## config.mk

```make
export PLATFORM = sky130hd
export DESIGN_NAME = amc_modem_ctrl
export DESIGN_NICKNAME = d
export VERILOG_FILES = /design/src/amc_pkg.sv /design/src/amc_modem_ctrl.sv
export SDC_FILE = /design/constraint.sdc
export NUM_CORES = 1
export LEC_CHECK = 0
export ABC_AREA = 0
export BUFFER_PORTS_ARGS = -buffer_cell sky130_fd_sc_hd__buf_4
export CAP_MARGIN = 20
export CORE_MARGIN = 3
export CORE_UTILIZATION = 25
export DETAILED_ROUTE_END_ITERATION = 10
export GPL_ROUTABILITY_DRIVEN = 0
export MAX_ROUTING_LAYER = met4
export REMOVE_ABC_BUFFERS = 1
export SLEW_MARGIN = 20
export SYNTH_ARGS = -nofsm -noshare
export SYNTH_HDL_FRONTEND = slang
export SYNTH_SLANG_ARGS = --single-unit
```

## constraint.sdc

```tcl
create_clock -name clk -period 2.59 [get_ports clk]
set_input_delay 0.259 -clock clk [delete_from_list [all_inputs] [get_ports clk]]
set_output_delay 0.259 -clock clk [all_outputs]
set_load 0.01 [all_outputs]
```

## src/amc_pkg.sv

```systemverilog
// Shared constants and types for the asynchronous modem control block
package amc_pkg;
  // Register bus geometry
  localparam int unsigned ADDR_W = 8;
  localparam int unsigned DATA_W = 32;
  // Register byte offsets
  localparam logic [7:0] OFS_CTRL = 8'h00;
  localparam logic [7:0] OFS_LEVEL = 8'h04;
  localparam logic [7:0] OFS_STATUS = 8'h08;
  localparam logic [7:0] OFS_INT_STAT = 8'h0c;
  localparam logic [7:0] OFS_INT_MASK = 8'h10;
  // Control register fields
  localparam int unsigned CTRL_SLOW_RATE_BIT = 0;
  localparam int unsigned CTRL_FW_UPGRADE_BIT = 1;
  localparam logic [1:0] CTRL_RESET = 2'h0;
  // Level register fields: nominal level and carrier threshold, in dB steps
  localparam int unsigned LEVEL_NOM_LSB = 0;
  localparam int unsigned LEVEL_THR_LSB = 8;
  localparam logic [7:0] NOMINAL_RESET = 8'hc0;
  localparam logic [7:0] CD_THR_RESET = 8'h80;
  // Alarm entry depth and hysteresis, in dB
  localparam logic [8:0] ALARM_DROP_DB = 9'h00e;
  localparam logic [8:0] ALARM_HYST_DB = 9'h003;
  // Status register fields
  localparam int unsigned ST_SW_LSB = 0;
  localparam int unsigned ST_CTS_BIT = 10;
  localparam int unsigned ST_CD_BIT = 11;
  localparam int unsigned ST_ALARM_BIT = 12;
  localparam int unsigned ST_CFG_ERR_BIT = 13;
  localparam int unsigned ST_DSR_BIT = 14;
  // Interrupt bits
  localparam int unsigned IRQ_N = 4;
  localparam int unsigned IRQ_ALARM = 0;
  localparam int unsigned IRQ_CFG_ERR = 1;
  localparam int unsigned IRQ_CD_CHG = 2;
  localparam int unsigned IRQ_CTS_UP = 3;
  localparam logic [3:0] INT_RESET = 4'h0;
  // Timing
  localparam int unsigned CLK_KHZ = 250000;
  localparam int unsigned SLOW_UNIT_MS = 30;
  localparam int unsigned FAST_UNIT_MS = 10;
  localparam int unsigned FLASH_MS = 250;
  localparam int unsigned SLOW_UNIT_CYC = SLOW_UNIT_MS * CLK_KHZ;
  localparam int unsigned FAST_UNIT_CYC = FAST_UNIT_MS * CLK_KHZ;
  localparam int unsigned FLASH_CYC = FLASH_MS * CLK_KHZ;
  localparam int unsigned PRE_W = 26;
  // Input synchroniser: 10 switches, terminal RTS, terminal TD
  localparam int unsigned NSYNC = 12;
  localparam int unsigned SYNC_RTS = 10;
  localparam int unsigned SYNC_TD = 11;
  // Test pattern codes from switches 10 and 9
  localparam logic [1:0] PAT_NORMAL = 2'h0;
  localparam logic [1:0] PAT_ONE = 2'h1;
  localparam logic [1:0] PAT_ALT = 2'h2;
  localparam logic [1:0] PAT_ZERO = 2'h3;

  typedef enum logic [1:0] {
    AMC_CTS_IDLE = 2'b00,
    AMC_CTS_WAIT = 2'b01,
    AMC_CTS_READY = 2'b10
  } amc_cts_e;

  // Front indicators
  typedef struct packed {
    logic test;
    logic data_loop;
    logic line_loop;
    logic green;
    logic red;
    logic yellow;
  } amc_led_s;
endpackage

```

## src/amc_modem_ctrl.sv

```systemverilog
// Control logic of an asynchronous programmable modem
//
// What this block does
// - Switch 1 on selects full duplex, off selects half duplex.
// - Delay code: switch 2 off adds 1, 3 off adds 2, 4 off adds 4.
// - RTS-to-CTS delay is 30 ms or 10 ms times code plus one.
// - Switch 5 on loops terminal data back to the terminal.
// - Switch 6 on loops the received line signal back to the line.
// - Switch 7 on or any test pattern forces RTS active; otherwise RTS follows the terminal RTS.
// - Switch 8 on blocks reception always; off blocks on carrier loss.
// - Switches 9/10 pick normal, constant 1, alternating, or constant 0.
// - Carrier detect is high only while level exceeds the threshold.
// - Steady red alarm at more than 14 dB below nominal, cleared with 3 dB hysteresis.
// - Green status when no alarm is present.
// - Flashing red status when the configuration is invalid.
// - Yellow status while firmware is being upgraded.
// - Test indicator on for any pattern or loop; separate loop indicators.
// - DSR high only while the modem works correctly.
`timescale 1ns/1ps
module amc_modem_ctrl
  import amc_pkg::*;
#(
  parameter int unsigned SLOW_CYC = SLOW_UNIT_CYC,
  parameter int unsigned FAST_CYC = FAST_UNIT_CYC,
  parameter int unsigned BLINK_CYC = FLASH_CYC
) (
  input wire logic clk,
  input wire logic rst_b,
  input wire logic [ADDR_W-1:0] addr,
  input wire logic [DATA_W-1:0] wdata,
  input wire logic wr,
  input wire logic rd,
  output logic [DATA_W-1:0] rdata,
  input wire logic [9:0] sw_pin,
  input wire logic rts_pin,
  input wire logic td_pin,
  input wire logic rx_line_data,
  input wire logic [7:0] rx_level,
  output logic tx_data,
  output logic rd_out,
  output logic cts,
  output logic dsr,
  output logic cd,
  output logic full_duplex,
  output amc_led_s led,
  output logic irq
);

  logic [NSYNC-1:0] s1, s2, s3, sv;
  logic [1:0] ctrl;
  logic [7:0] nominal, cd_thr;
  logic [IRQ_N-1:0] int_stat, int_mask, ev;
  logic alarm, cfg_err, cfg_err_d, alarm_d, cd_d, cts_d;
  amc_cts_e cts_st;
  logic [PRE_W-1:0] pre_cnt, blink_cnt;
  logic [3:0] step_cnt;
  logic blink, alt_bit;
  logic [2:0] dly_code;
  logic [1:0] pat;
  logic test_act, rts_eff, rx_block, unit_done;
  logic [PRE_W-1:0] unit_last;
  logic [8:0] lvl9, nom9;
  logic wr_ctrl, wr_level, wr_istat, wr_imask;
  logic [NSYNC-1:0] pin_raw;

  // Asynchronous inputs gathered in synchroniser order, so no index runs past a pin
  assign pin_raw = {td_pin, rts_pin, sw_pin};

  // Three-stage synchronisers; a level is taken once stages two and three agree
  genvar gi;
  generate
    for (gi = 0; gi < NSYNC; gi++) begin : g_sync
      always_ff @(posedge clk or negedge rst_b) begin
        if (!rst_b) begin
          s1[gi] <= 1'b0;
          s2[gi] <= 1'b0;
          s3[gi] <= 1'b0;
          sv[gi] <= 1'b0;
        end else begin
          s1[gi] <= pin_raw[gi];
          s2[gi] <= s1[gi];
          s3[gi] <= s2[gi];
          if (s2[gi] == s3[gi]) begin
            sv[gi] <= s3[gi];
          end
        end
      end
    end
  endgenerate

  // Decoded configuration
  // delay code from inverted switches
  assign dly_code = {~sv[3], ~sv[2], ~sv[1]};
  // pattern code from switches 9 and 10
  assign pat = {sv[9], sv[8]};
  assign test_act = (pat != PAT_NORMAL);
  assign rts_eff = sv[6] | test_act | sv[SYNC_RTS];
  // permanent block or carrier loss; half duplex also blocks while sending
  assign rx_block = sv[7] | ~cd | (~full_duplex & rts_eff);
  // Both loops at once cannot be carried out
  assign cfg_err = sv[4] & sv[5];
  assign lvl9 = {1'b0, rx_level};
  assign nom9 = {1'b0, nominal};

  // Register write decode
  assign wr_ctrl = wr && (addr == OFS_CTRL);
  assign wr_level = wr && (addr == OFS_LEVEL);
  assign wr_istat = wr && (addr == OFS_INT_STAT);
  assign wr_imask = wr && (addr == OFS_INT_MASK);

  // Software control and level settings
  always_ff @(posedge clk or negedge rst_b) begin
    if (!rst_b) begin
      ctrl <= CTRL_RESET;
      nominal <= NOMINAL_RESET;
      cd_thr <= CD_THR_RESET;
      int_mask <= INT_RESET;
    end else begin
      if (wr_ctrl) begin
        ctrl <= wdata[1:0];
      end
      if (wr_level) begin
        nominal <= wdata[LEVEL_NOM_LSB +: 8];
        cd_thr <= wdata[LEVEL_THR_LSB +: 8];
      end
      if (wr_imask) begin
        int_mask <= wdata[IRQ_N-1:0];
      end
    end
  end

  // Unit length of the RTS-to-CTS delay by rate class
  // 30 ms slow class, 10 ms fast class
  assign unit_last = ctrl[CTRL_SLOW_RATE_BIT] ? PRE_W'(SLOW_CYC - 1) : PRE_W'(FAST_CYC - 1);
  assign unit_done = (pre_cnt == unit_last);

  // RTS-to-CTS sequencer
  always_ff @(posedge clk or negedge rst_b) begin
    if (!rst_b) begin
      cts_st <= AMC_CTS_IDLE;
      pre_cnt <= '0;
      step_cnt <= 4'h0;
      cts <= 1'b0;
    end else begin
      unique case (cts_st)
        AMC_CTS_IDLE: begin
          pre_cnt <= '0;
          step_cnt <= 4'h0;
          cts <= 1'b0;
          if (rts_eff) begin
            cts_st <= AMC_CTS_WAIT;
          end
        end
        AMC_CTS_WAIT: begin
          if (!rts_eff) begin
            cts_st <= AMC_CTS_IDLE;
          end else if (unit_done) begin
            pre_cnt <= '0;
            if (step_cnt == {1'b0, dly_code}) begin
              cts_st <= AMC_CTS_READY;
              cts <= 1'b1;
            end else begin
              step_cnt <= step_cnt + 4'h1;
            end
          end else begin
            pre_cnt <= pre_cnt + PRE_W'(1);
          end
        end
        AMC_CTS_READY: begin
          if (!rts_eff) begin
            cts_st <= AMC_CTS_IDLE;
            cts <= 1'b0;
          end
        end
      endcase
    end
  end

  // Carrier detect and receive level alarm with hysteresis
  always_ff @(posedge clk or negedge rst_b) begin
    if (!rst_b) begin
      cd <= 1'b0;
      alarm <= 1'b0;
    end else begin
      cd <= (rx_level > cd_thr);
      // set when the drop exceeds 14 dB, clear 3 dB above that
      if (lvl9 + ALARM_DROP_DB < nom9) begin
        alarm <= 1'b1;
      end else if (lvl9 + ALARM_DROP_DB >= nom9 + ALARM_HYST_DB) begin
        alarm <= 1'b0;
      end
    end
  end

  // Line and terminal data paths
  always_ff @(posedge clk or negedge rst_b) begin
    if (!rst_b) begin
      tx_data <= 1'b1;
      rd_out <= 1'b1;
      alt_bit <= 1'b0;
      full_duplex <= 1'b0;
    end else begin
      alt_bit <= ~alt_bit;
      full_duplex <= sv[0];
      unique case (pat)
        PAT_ONE: tx_data <= 1'b1;
        PAT_ALT: tx_data <= alt_bit;
        PAT_ZERO: tx_data <= 1'b0;
        PAT_NORMAL: begin
          tx_data <= sv[5] ? rx_line_data : sv[SYNC_TD];
        end
      endcase
      if (sv[4]) begin
        rd_out <= sv[SYNC_TD];
      end else if (rx_block) begin
        rd_out <= 1'b1;
      end else begin
        rd_out <= rx_line_data;
      end
    end
  end

  // Indicator blink timebase
  always_ff @(posedge clk or negedge rst_b) begin
    if (!rst_b) begin
      blink_cnt <= '0;
      blink <= 1'b0;
    end else if (blink_cnt == PRE_W'(BLINK_CYC - 1)) begin
      blink_cnt <= '0;
      blink <= ~blink;
    end else begin
      blink_cnt <= blink_cnt + PRE_W'(1);
    end
  end

  // Status indicators and DSR
  always_ff @(posedge clk or negedge rst_b) begin
    if (!rst_b) begin
      led <= '0;
      dsr <= 1'b0;
    end else begin
      led.test <= test_act | sv[4] | sv[5];
      led.data_loop <= sv[4];
      led.line_loop <= sv[5];
      dsr <= ~cfg_err & ~ctrl[CTRL_FW_UPGRADE_BIT];
      if (ctrl[CTRL_FW_UPGRADE_BIT]) begin
        led.green <= 1'b0;
        led.red <= 1'b0;
        led.yellow <= 1'b1;
      end else if (cfg_err) begin
        led.green <= 1'b0;
        led.red <= blink;
        led.yellow <= 1'b0;
      end else begin
        led.green <= ~alarm;
        led.red <= alarm;
        led.yellow <= 1'b0;
      end
    end
  end

  // Event detection for interrupts
  assign ev[IRQ_ALARM] = alarm & ~alarm_d;
  assign ev[IRQ_CFG_ERR] = cfg_err & ~cfg_err_d;
  assign ev[IRQ_CD_CHG] = cd ^ cd_d;
  assign ev[IRQ_CTS_UP] = cts & ~cts_d;

  // Sticky status, write one to clear, a new event wins over the clear
  always_ff @(posedge clk or negedge rst_b) begin
    if (!rst_b) begin
      alarm_d <= 1'b0;
      cfg_err_d <= 1'b0;
      cd_d <= 1'b0;
      cts_d <= 1'b0;
      int_stat <= INT_RESET;
      irq <= 1'b0;
    end else begin
      alarm_d <= alarm;
      cfg_err_d <= cfg_err;
      cd_d <= cd;
      cts_d <= cts;
      int_stat <= (int_stat & ~(wr_istat ? wdata[IRQ_N-1:0] : INT_RESET)) | ev;
      irq <= |(int_stat & int_mask);
    end
  end

  // Read data, valid in the cycle after the read strobe only
  always_ff @(posedge clk or negedge rst_b) begin
    if (!rst_b) begin
      rdata <= '0;
    end else begin
      rdata <= '0;
      if (rd) begin
        unique case (addr)
          OFS_CTRL: rdata[1:0] <= ctrl;
          OFS_LEVEL: rdata[15:0] <= {cd_thr, nominal};
          OFS_STATUS: rdata[14:0] <= {dsr, cfg_err, alarm, cd, cts, sv[9:0]};
          OFS_INT_STAT: rdata[IRQ_N-1:0] <= int_stat;
          OFS_INT_MASK: rdata[IRQ_N-1:0] <= int_mask;
          default: rdata <= '0;
        endcase
      end
    end
  end

  // Checks
  a_duplex_mode: assert property (@(posedge clk) disable iff (!rst_b)
    1'b1 |=> full_duplex == $past(sv[0])) else $error("duplex mode not from switch 1");
  a_cts_delay: assert property (@(posedge clk) disable iff (!rst_b)
    $rose(cts) |-> $past(cts_st) == AMC_CTS_WAIT && $past(step_cnt) == {1'b0, $past(dly_code)})
    else $error("CTS rose before the selected delay");
  a_cts_unit: assert property (@(posedge clk) disable iff (!rst_b)
    $rose(cts) |-> $past(pre_cnt) == $past(unit_last)) else $error("CTS not on unit boundary");
  a_data_loop: assert property (@(posedge clk) disable iff (!rst_b)
    sv[4] |=> rd_out == $past(sv[SYNC_TD])) else $error("data loop not returning TD");
  a_line_loop: assert property (@(posedge clk) disable iff (!rst_b)
    sv[5] && pat == PAT_NORMAL |=> tx_data == $past(rx_line_data))
    else $error("line loop not returning line data");
  a_forced_rts: assert property (@(posedge clk) disable iff (!rst_b)
    sv[6] && cts_st == AMC_CTS_IDLE |=> cts_st == AMC_CTS_WAIT) else $error("forced RTS ignored");
  a_rx_block: assert property (@(posedge clk) disable iff (!rst_b)
    !sv[4] && (sv[7] || !cd) |=> rd_out) else $error("reception not blocked");
  a_pattern_out: assert property (@(posedge clk) disable iff (!rst_b)
    pat == PAT_ONE || pat == PAT_ZERO |=> tx_data == ($past(pat) == PAT_ONE))
    else $error("constant pattern wrong");
  a_test_rts: assert property (@(posedge clk) disable iff (!rst_b)
    test_act && cts_st == AMC_CTS_READY |=> cts) else $error("test lost internal RTS");
  a_carrier_det: assert property (@(posedge clk) disable iff (!rst_b)
    1'b1 |=> cd == ($past(rx_level) > $past(cd_thr))) else $error("carrier detect wrong");
  a_alarm_set: assert property (@(posedge clk) disable iff (!rst_b)
    lvl9 + ALARM_DROP_DB < nom9 |=> alarm) else $error("alarm not raised");
  a_alarm_hold: assert property (@(posedge clk) disable iff (!rst_b)
    alarm && lvl9 + ALARM_DROP_DB < nom9 + ALARM_HYST_DB |=> alarm) else $error("no hysteresis");
  a_status_green: assert property (@(posedge clk) disable iff (!rst_b)
    !alarm && !cfg_err && !ctrl[1] |=> led.green && !led.red) else $error("green not shown");
  a_cfg_flash: assert property (@(posedge clk) disable iff (!rst_b)
    cfg_err && !ctrl[1] |=> !led.green && led.red == $past(blink)) else $error("no red flash");
  a_upgrade_led: assert property (@(posedge clk) disable iff (!rst_b)
    ctrl[1] |=> led.yellow && !led.green) else $error("upgrade not yellow");
  a_test_led: assert property (@(posedge clk) disable iff (!rst_b)
    test_act || sv[4] || sv[5] |=> led.test) else $error("test indicator off");
  a_dsr_ok: assert property (@(posedge clk) disable iff (!rst_b)
    cfg_err || ctrl[1] |=> !dsr) else $error("DSR high while faulty");
  a_cts_drop: assert property (@(posedge clk) disable iff (!rst_b)
    !rts_eff |=> !cts) else $error("CTS held without RTS");
  a_alt_pattern: assert property (@(posedge clk) disable iff (!rst_b)
    pat == PAT_ALT && $past(pat) == PAT_ALT |=> tx_data != $past(tx_data))
    else $error("alternating pattern stalled");
  a_rx_pass: assert property (@(posedge clk) disable iff (!rst_b)
    !sv[4] && !rx_block |=> rd_out == $past(rx_line_data)) else $error("reception blocked");
  a_loop_leds: assert property (@(posedge clk) disable iff (!rst_b)
    1'b1 |=> led.data_loop == $past(sv[4]) && led.line_loop == $past(sv[5]))
    else $error("loop indicator wrong");
  a_dsr_good: assert property (@(posedge clk) disable iff (!rst_b)
    !cfg_err && !ctrl[CTRL_FW_UPGRADE_BIT] |=> dsr) else $error("DSR low while working");

endmodule

```

; After elaboration in Yosys (flattened, before gate mapping)
; Cells that the tools add are included.
[word_totals]
input_bits = 65
out_inout_bits = 45
register_bits = 184
[classes]
n_eq_ne = 32
reduce_logical = 15
n_lt_le_gt_ge = 3
n_mux = 34
bitwise_logic = 30
add_sub_neg = 5
[ops]
columns = operator, n
row1 = 2-to-1 mux 26 bit, 3
row2 = adder 26 x 1 -> 26 bit (second input constant), 2
row3 = one-hot mux 26 bit (2 select lines), 1
row4 = == test 26 x 23 -> 1 bit, 1
row5 = == test 26 bit (second input constant), 1
row6 = 2-to-1 mux 23 bit, 1
row7 = one-hot mux 11 bit (2 select lines), 1
row8 = == test 8 x 4 -> 1 bit (second input constant), 2
row9 = 2-to-1 mux 16 bit, 1
row10 = 2-to-1 mux 4 bit, 4
row11 = inverter 1 bit, 13
row12 = == test 1 bit, 12
row13 = != test 2 bit (second input constant), 6
row14 = AND reduction 4 bit, 3
row15 = 2-to-1 mux 1 bit, 10
row16 = 2-to-1 mux 2 bit, 5
row17 = one-hot mux 2 bit (5 select lines), 1
row18 = adder 8 x 2 -> 9 bit (second input constant), 1
row19 = adder 8 x 4 -> 9 bit (second input constant), 1
row20 = greater-or-equal comparator 9 bit, 1
row21 = < comparator 9 x 8 -> 1 bit, 1
row22 = AND 4 bit, 2
row23 = == test 8 x 3 -> 1 bit (second input constant), 1
row24 = == test 8 x 5 -> 1 bit (second input constant), 1
row25 = other kinds (23), 44

; Logic depth before layout (Yosys ltp)
[depth]
word_depth = 7
depth_mapped = 10
mapped_depth_nobuf = 10

; Worst setup path after synthesis
; Ideal clock, no wire load.
[synth_timing]
kind = register to register
start = reg pre_cnt[0]
end = reg pre_cnt[10]
synth_period_minus_slack_ns = 2.012
path_slack_ns = 0.578
stages_incl_launch_ff = 8
arrival_ns = 1.893
n_path_buf = 1
setup_ns = 0.119
cell_sequence = dfrtp_1 > ha_1 > nand2_1 > or4_1 > a211o_1 > a21oi_4 > buf_6 > nor2_1
[synth_via]
elab_chain_len = 4
[synth_lines]
columns = item, line
row1 = "start, declared", amc_modem_ctrl.sv:55  ; logic [PRE_W-1:0] pre_cnt, blink_cnt;
row2 = "start signal, assigned", amc_modem_ctrl.sv:166  ; pre_cnt <= pre_cnt + PRE_W'(1);
row3 = adder 26 x 1 -> 26 bit or == test 26 x 23 -> 1 bit (tied branches), "amc_modem_ctrl.sv:166, amc_modem_ctrl.sv:135"
row4 = 2-to-1 mux 26 bit *, amc_modem_ctrl.sv:157  ; end else if (unit_done) begin
row5 = 2-to-1 mux 26 bit *, amc_modem_ctrl.sv:155  ; if (!rts_eff) begin
row6 = one-hot mux 26 bit (2 select lines) *, amc_modem_ctrl.sv:145  ; unique case (cts_st)
; Every way passes the cells marked *; elsewhere a longest branch is shown, timed or not. The select of a mux whose other input is x is not followed.
; A chain may end at the register's enable or synchronous reset.

; Final worst setup path
[layout_timing]
start = reg cts_st[1]
end = reg pre_cnt[21]
[layout_via]
elab_chain_len = 3
[layout_lines]
columns = item, line
row1 = "start, declared", amc_modem_ctrl.sv:54  ; amc_cts_e cts_st;
row2 = "start signal, assigned", amc_modem_ctrl.sv:140  ; cts_st <= AMC_CTS_IDLE;
row3 = "start signal, assigned", amc_modem_ctrl.sv:151  ; cts_st <= AMC_CTS_WAIT;
row4 = "start signal, assigned", amc_modem_ctrl.sv:156  ; cts_st <= AMC_CTS_IDLE;
row5 = == test 2 x 1 -> 1 bit or logical NOT 2 bit (tied branches), amc_modem_ctrl.sv:145
row6 = != test 2 bit (no line) or nonzero test 2 bit (tied branches), -
row7 = AND reduction 2 bit (no line), -
; Several ways; a longest one is shown, not always the timed one.

==> metrics.txt <==
outcome complete, no violations; post-synthesis async set-or-reset flop share 100%; post-synth top area cell dfrtp_1; CTS Buf Count 17; hpwl dp between 10 and 15 mm; I/O pin cnt 110; CTS resizes 0; first-pass GRT wire length ~28 mm; vias in the first global route around 5,400; syn avg cell area between 10 and 15 um2; Setup TNS 0 ns; core footprint approximately 0.031 mm2; die width 183 um; initial antenna violation count 0; Seq/Total Area, Yosys about 54%; ratio of final minimum period to clock period between 80% and 90%; Mapped Area 0.00779 mm2; largest net degree at the start of global routing between 60 and 70; final setup violation count 0; Via density around 4.5; Final Skew between 0.008 and 0.009 ns; max-cap violations 0; Sw Ratio 27.9%; worst path cell trace inv_1 -> ha_1 -> o41a_1 -> o211ai_2 -> nor4_1 -> xnor2_1 -> nor2_1; Num Clock Sinks 168; DRT iter0 DRCs 393; Critical Path RT about 2.9 ns; number of synthesized flops with an enable pin 0; pwr/cell area 651 mW/mm2; WS Path Type flop to flop; Top FF cell, synth dfrtp_1; crit path launch cts_st[1]; crit path time final ~2.2 ns; Comb pwr share between 10% and 20%; CP endpoint kind flop; post-route ant nets 0; H-tree depth 4; Post-CTS Setup Bufs 0; area grow syn2layout 23.0%; Synth cell types 66; Hold Crit Class input pin to flop; Clock Latency Late Sink about 0.43 ns; Starting Density between 20 and 30%; ratio of cells with drive above 1 in the final layout 20.2%; Final Hold Fails 0; CP peak stage delay between 0.4 and 0.5 ns; fmax between 400 and 500 MHz; CP Max Fanout 10; Power Total about 6200 uW; drc violations 0; CP max stage cell o41a_1; reg-to-reg startpoint cts_st[1]; Pint 4500 uW; 1st-pass router iterations 5; Sequential Power Share 46.1%; WL/cell ~14 um; Die Y ~180 um; Slew @ Worst Pin between 0.6 and 0.7 ns; PortBufs 77; row count 64; CTS Root Cell clkbuf_16; arrival time worst endpoint between 2 and 3 ns; hold_ws 0.0566 ns; top-count cell post-synth dfrtp_1; Clock Power Share around two fifths; area fraction of the dominant cell type after synthesis roughly 52%; Worst Hold Launch wdata[14]; CTS max path bufs 2; CTS tree built; Synth area leaders dfrtp_1 52%, ha_1 5.3%, xnor2_1 4.2%; Die ar. roughly 0.033 mm2; Net Switching approximately 1700 uW; grt ovf 0; RSZ-0062 raised after global routing no; top post-synthesis cells by count 163 x dfrtp_1, 64 x nor2_1, 46 x nand2_1; Slew Limit Fails 0; hold buffer count at cts 13; Syn. warnings 0; total global-route track usage between 10% and 20%; Rel. slew slack around 56%; clk slew on worst S/H paths approximately 0.070 ns; Total Routed Length 17.1 mm; Lkg Pwr between 0.004 and 0.005 uW; n_diodes 0; startpoint types flop; Synth Register Bits about 170; nets 887; DR vias 5,399; Post-Syn Instances approximately 680; worst vdd ir approximately 0.43 mV
per-layer routing:
metal | track usage [%] | up-vias | share of wire [%]
li1 | - | 2594 | -
met1 | 15.0 | 2662 | 49
met2 | 15.4 | 119 | 44
met3 | 2.63 | 24 | 4.9
met4 | 3.29 | 0 | 1.7
met5 | - | - | 0
worst paths after layout:
path / to / slack [ns] / cells after the start
min: cd_thr[6] / 0.06 / 2
max: pre_cnt[21] / 0.37 / 7
max in group asynchronous: nominal[6] / 1.47 / 3
min in group asynchronous: int_mask[2] / 0.41 / 2
max reg2reg: pre_cnt[21] / 0.37 / 7
min reg2reg: s2[0] / 0.35 / 0
layout make-up:
| class | instances | area, um2 |
|---|---|---|
| Sequential cell | 168 | 4210 |
| Clock buffer | 19 | 433 |
| Tap cell | 396 | 495 |
| Multi-Input combinational cell | 465 | 3320 |
| Clock inverter | 13 | 141 |
| Timing Repair Buffer | 105 | 862 |
| Inverter | 32 | 120 |
| Fill cell | 3081 | 21100 |
metrics by stage:
| stage | std cells | util [%] | worst slack (ns) | cell area [um2] |
|---|---|---|---|---|
| after detailed placement | 1153 | 29.0 | 0.373 | 8880 |
| after CTS | 1198 | 31.3 | 0.371 | 9580 |
| final | 1198 | 31.3 | 0.373 | 9580 |
| after floorplan | 665 | - | 0.484 | 7650 |
| after global placement | 1153 | 29.0 | 0.375 | 8880 |
| after global routing | 1198 | 31.3 | 0.169 | 9580 |
state kept, by name, indices dropped and copies added (netlist names), 10 cells and up:
register	cells
s2	12
s1	12
rdata	16
blink_cnt	26
pre_cnt	26
sv	10
s3	12
power by group through the flow:
stage / Combinational [uW] / Sequential, uW / Clock (uW)
floorplan: 469 / 2900 / 0
global placement: 862 / 2920 / 0
detailed placement: 875 / 2930 / 0
CTS: 897 / 2880 / 2530
global route: 991 / 2900 / 2670
finish: 884 / 2880 / 2480
cell families after synthesis:
logic type	synth area share (%)
AO/OA/AOI/OAI	8.16
XOR/XNOR	7.31
adder cells (fa/ha/maj)	6.84
buffers and inverters	4.06
flip-flops	54.0
multiplexers	3.73
other	0.0481
AND/OR/NAND/NOR	15.8
worst max-delay path: cells and delay by family (launching register included):
| kind | cells | cell delay [ns] |
|---|---|---|
| and+or+nand+nor | 2 | 0.44 |
| buffers and inverters | 1 | 0.11 |
| adders and majority gates | 1 | 0.26 |
| DFF | 1 | 0.38 |
| xor gates and xnor gates | 1 | 0.16 |
| AOI/OAI and AO/OA | 2 | 0.77 |
placed cells by master (no fill, tap or decap), types with 3 or more instances in the layout:
master and count:
nand2b_1 4, nor4b_1 4, buf_4 88, xor2_1 28, xnor2_1 37, a22o_1 15, buf_12 3, nor2b_1 10
or4_1 4, o21a_1 4, nor2_1 64, nor4_1 8, o211ai_1 4, dfrtp_1 163, conb_1 16, dlygate4sd3_1 13
clkinvlp_4 3, o21ai_0 18, a22oi_1 3, dfstp_2 5, inv_1 32, inv_8 4, nor3_1 16, nand3_1 22
clkbuf_16 17, maj3_1 12, mux2_2 23, and2_1 4, nand4_1 17, nand2_1 46, and4_1 9, ha_1 33
and3_1 8, a21oi_1 11
(Power assumes the default switching activity.)
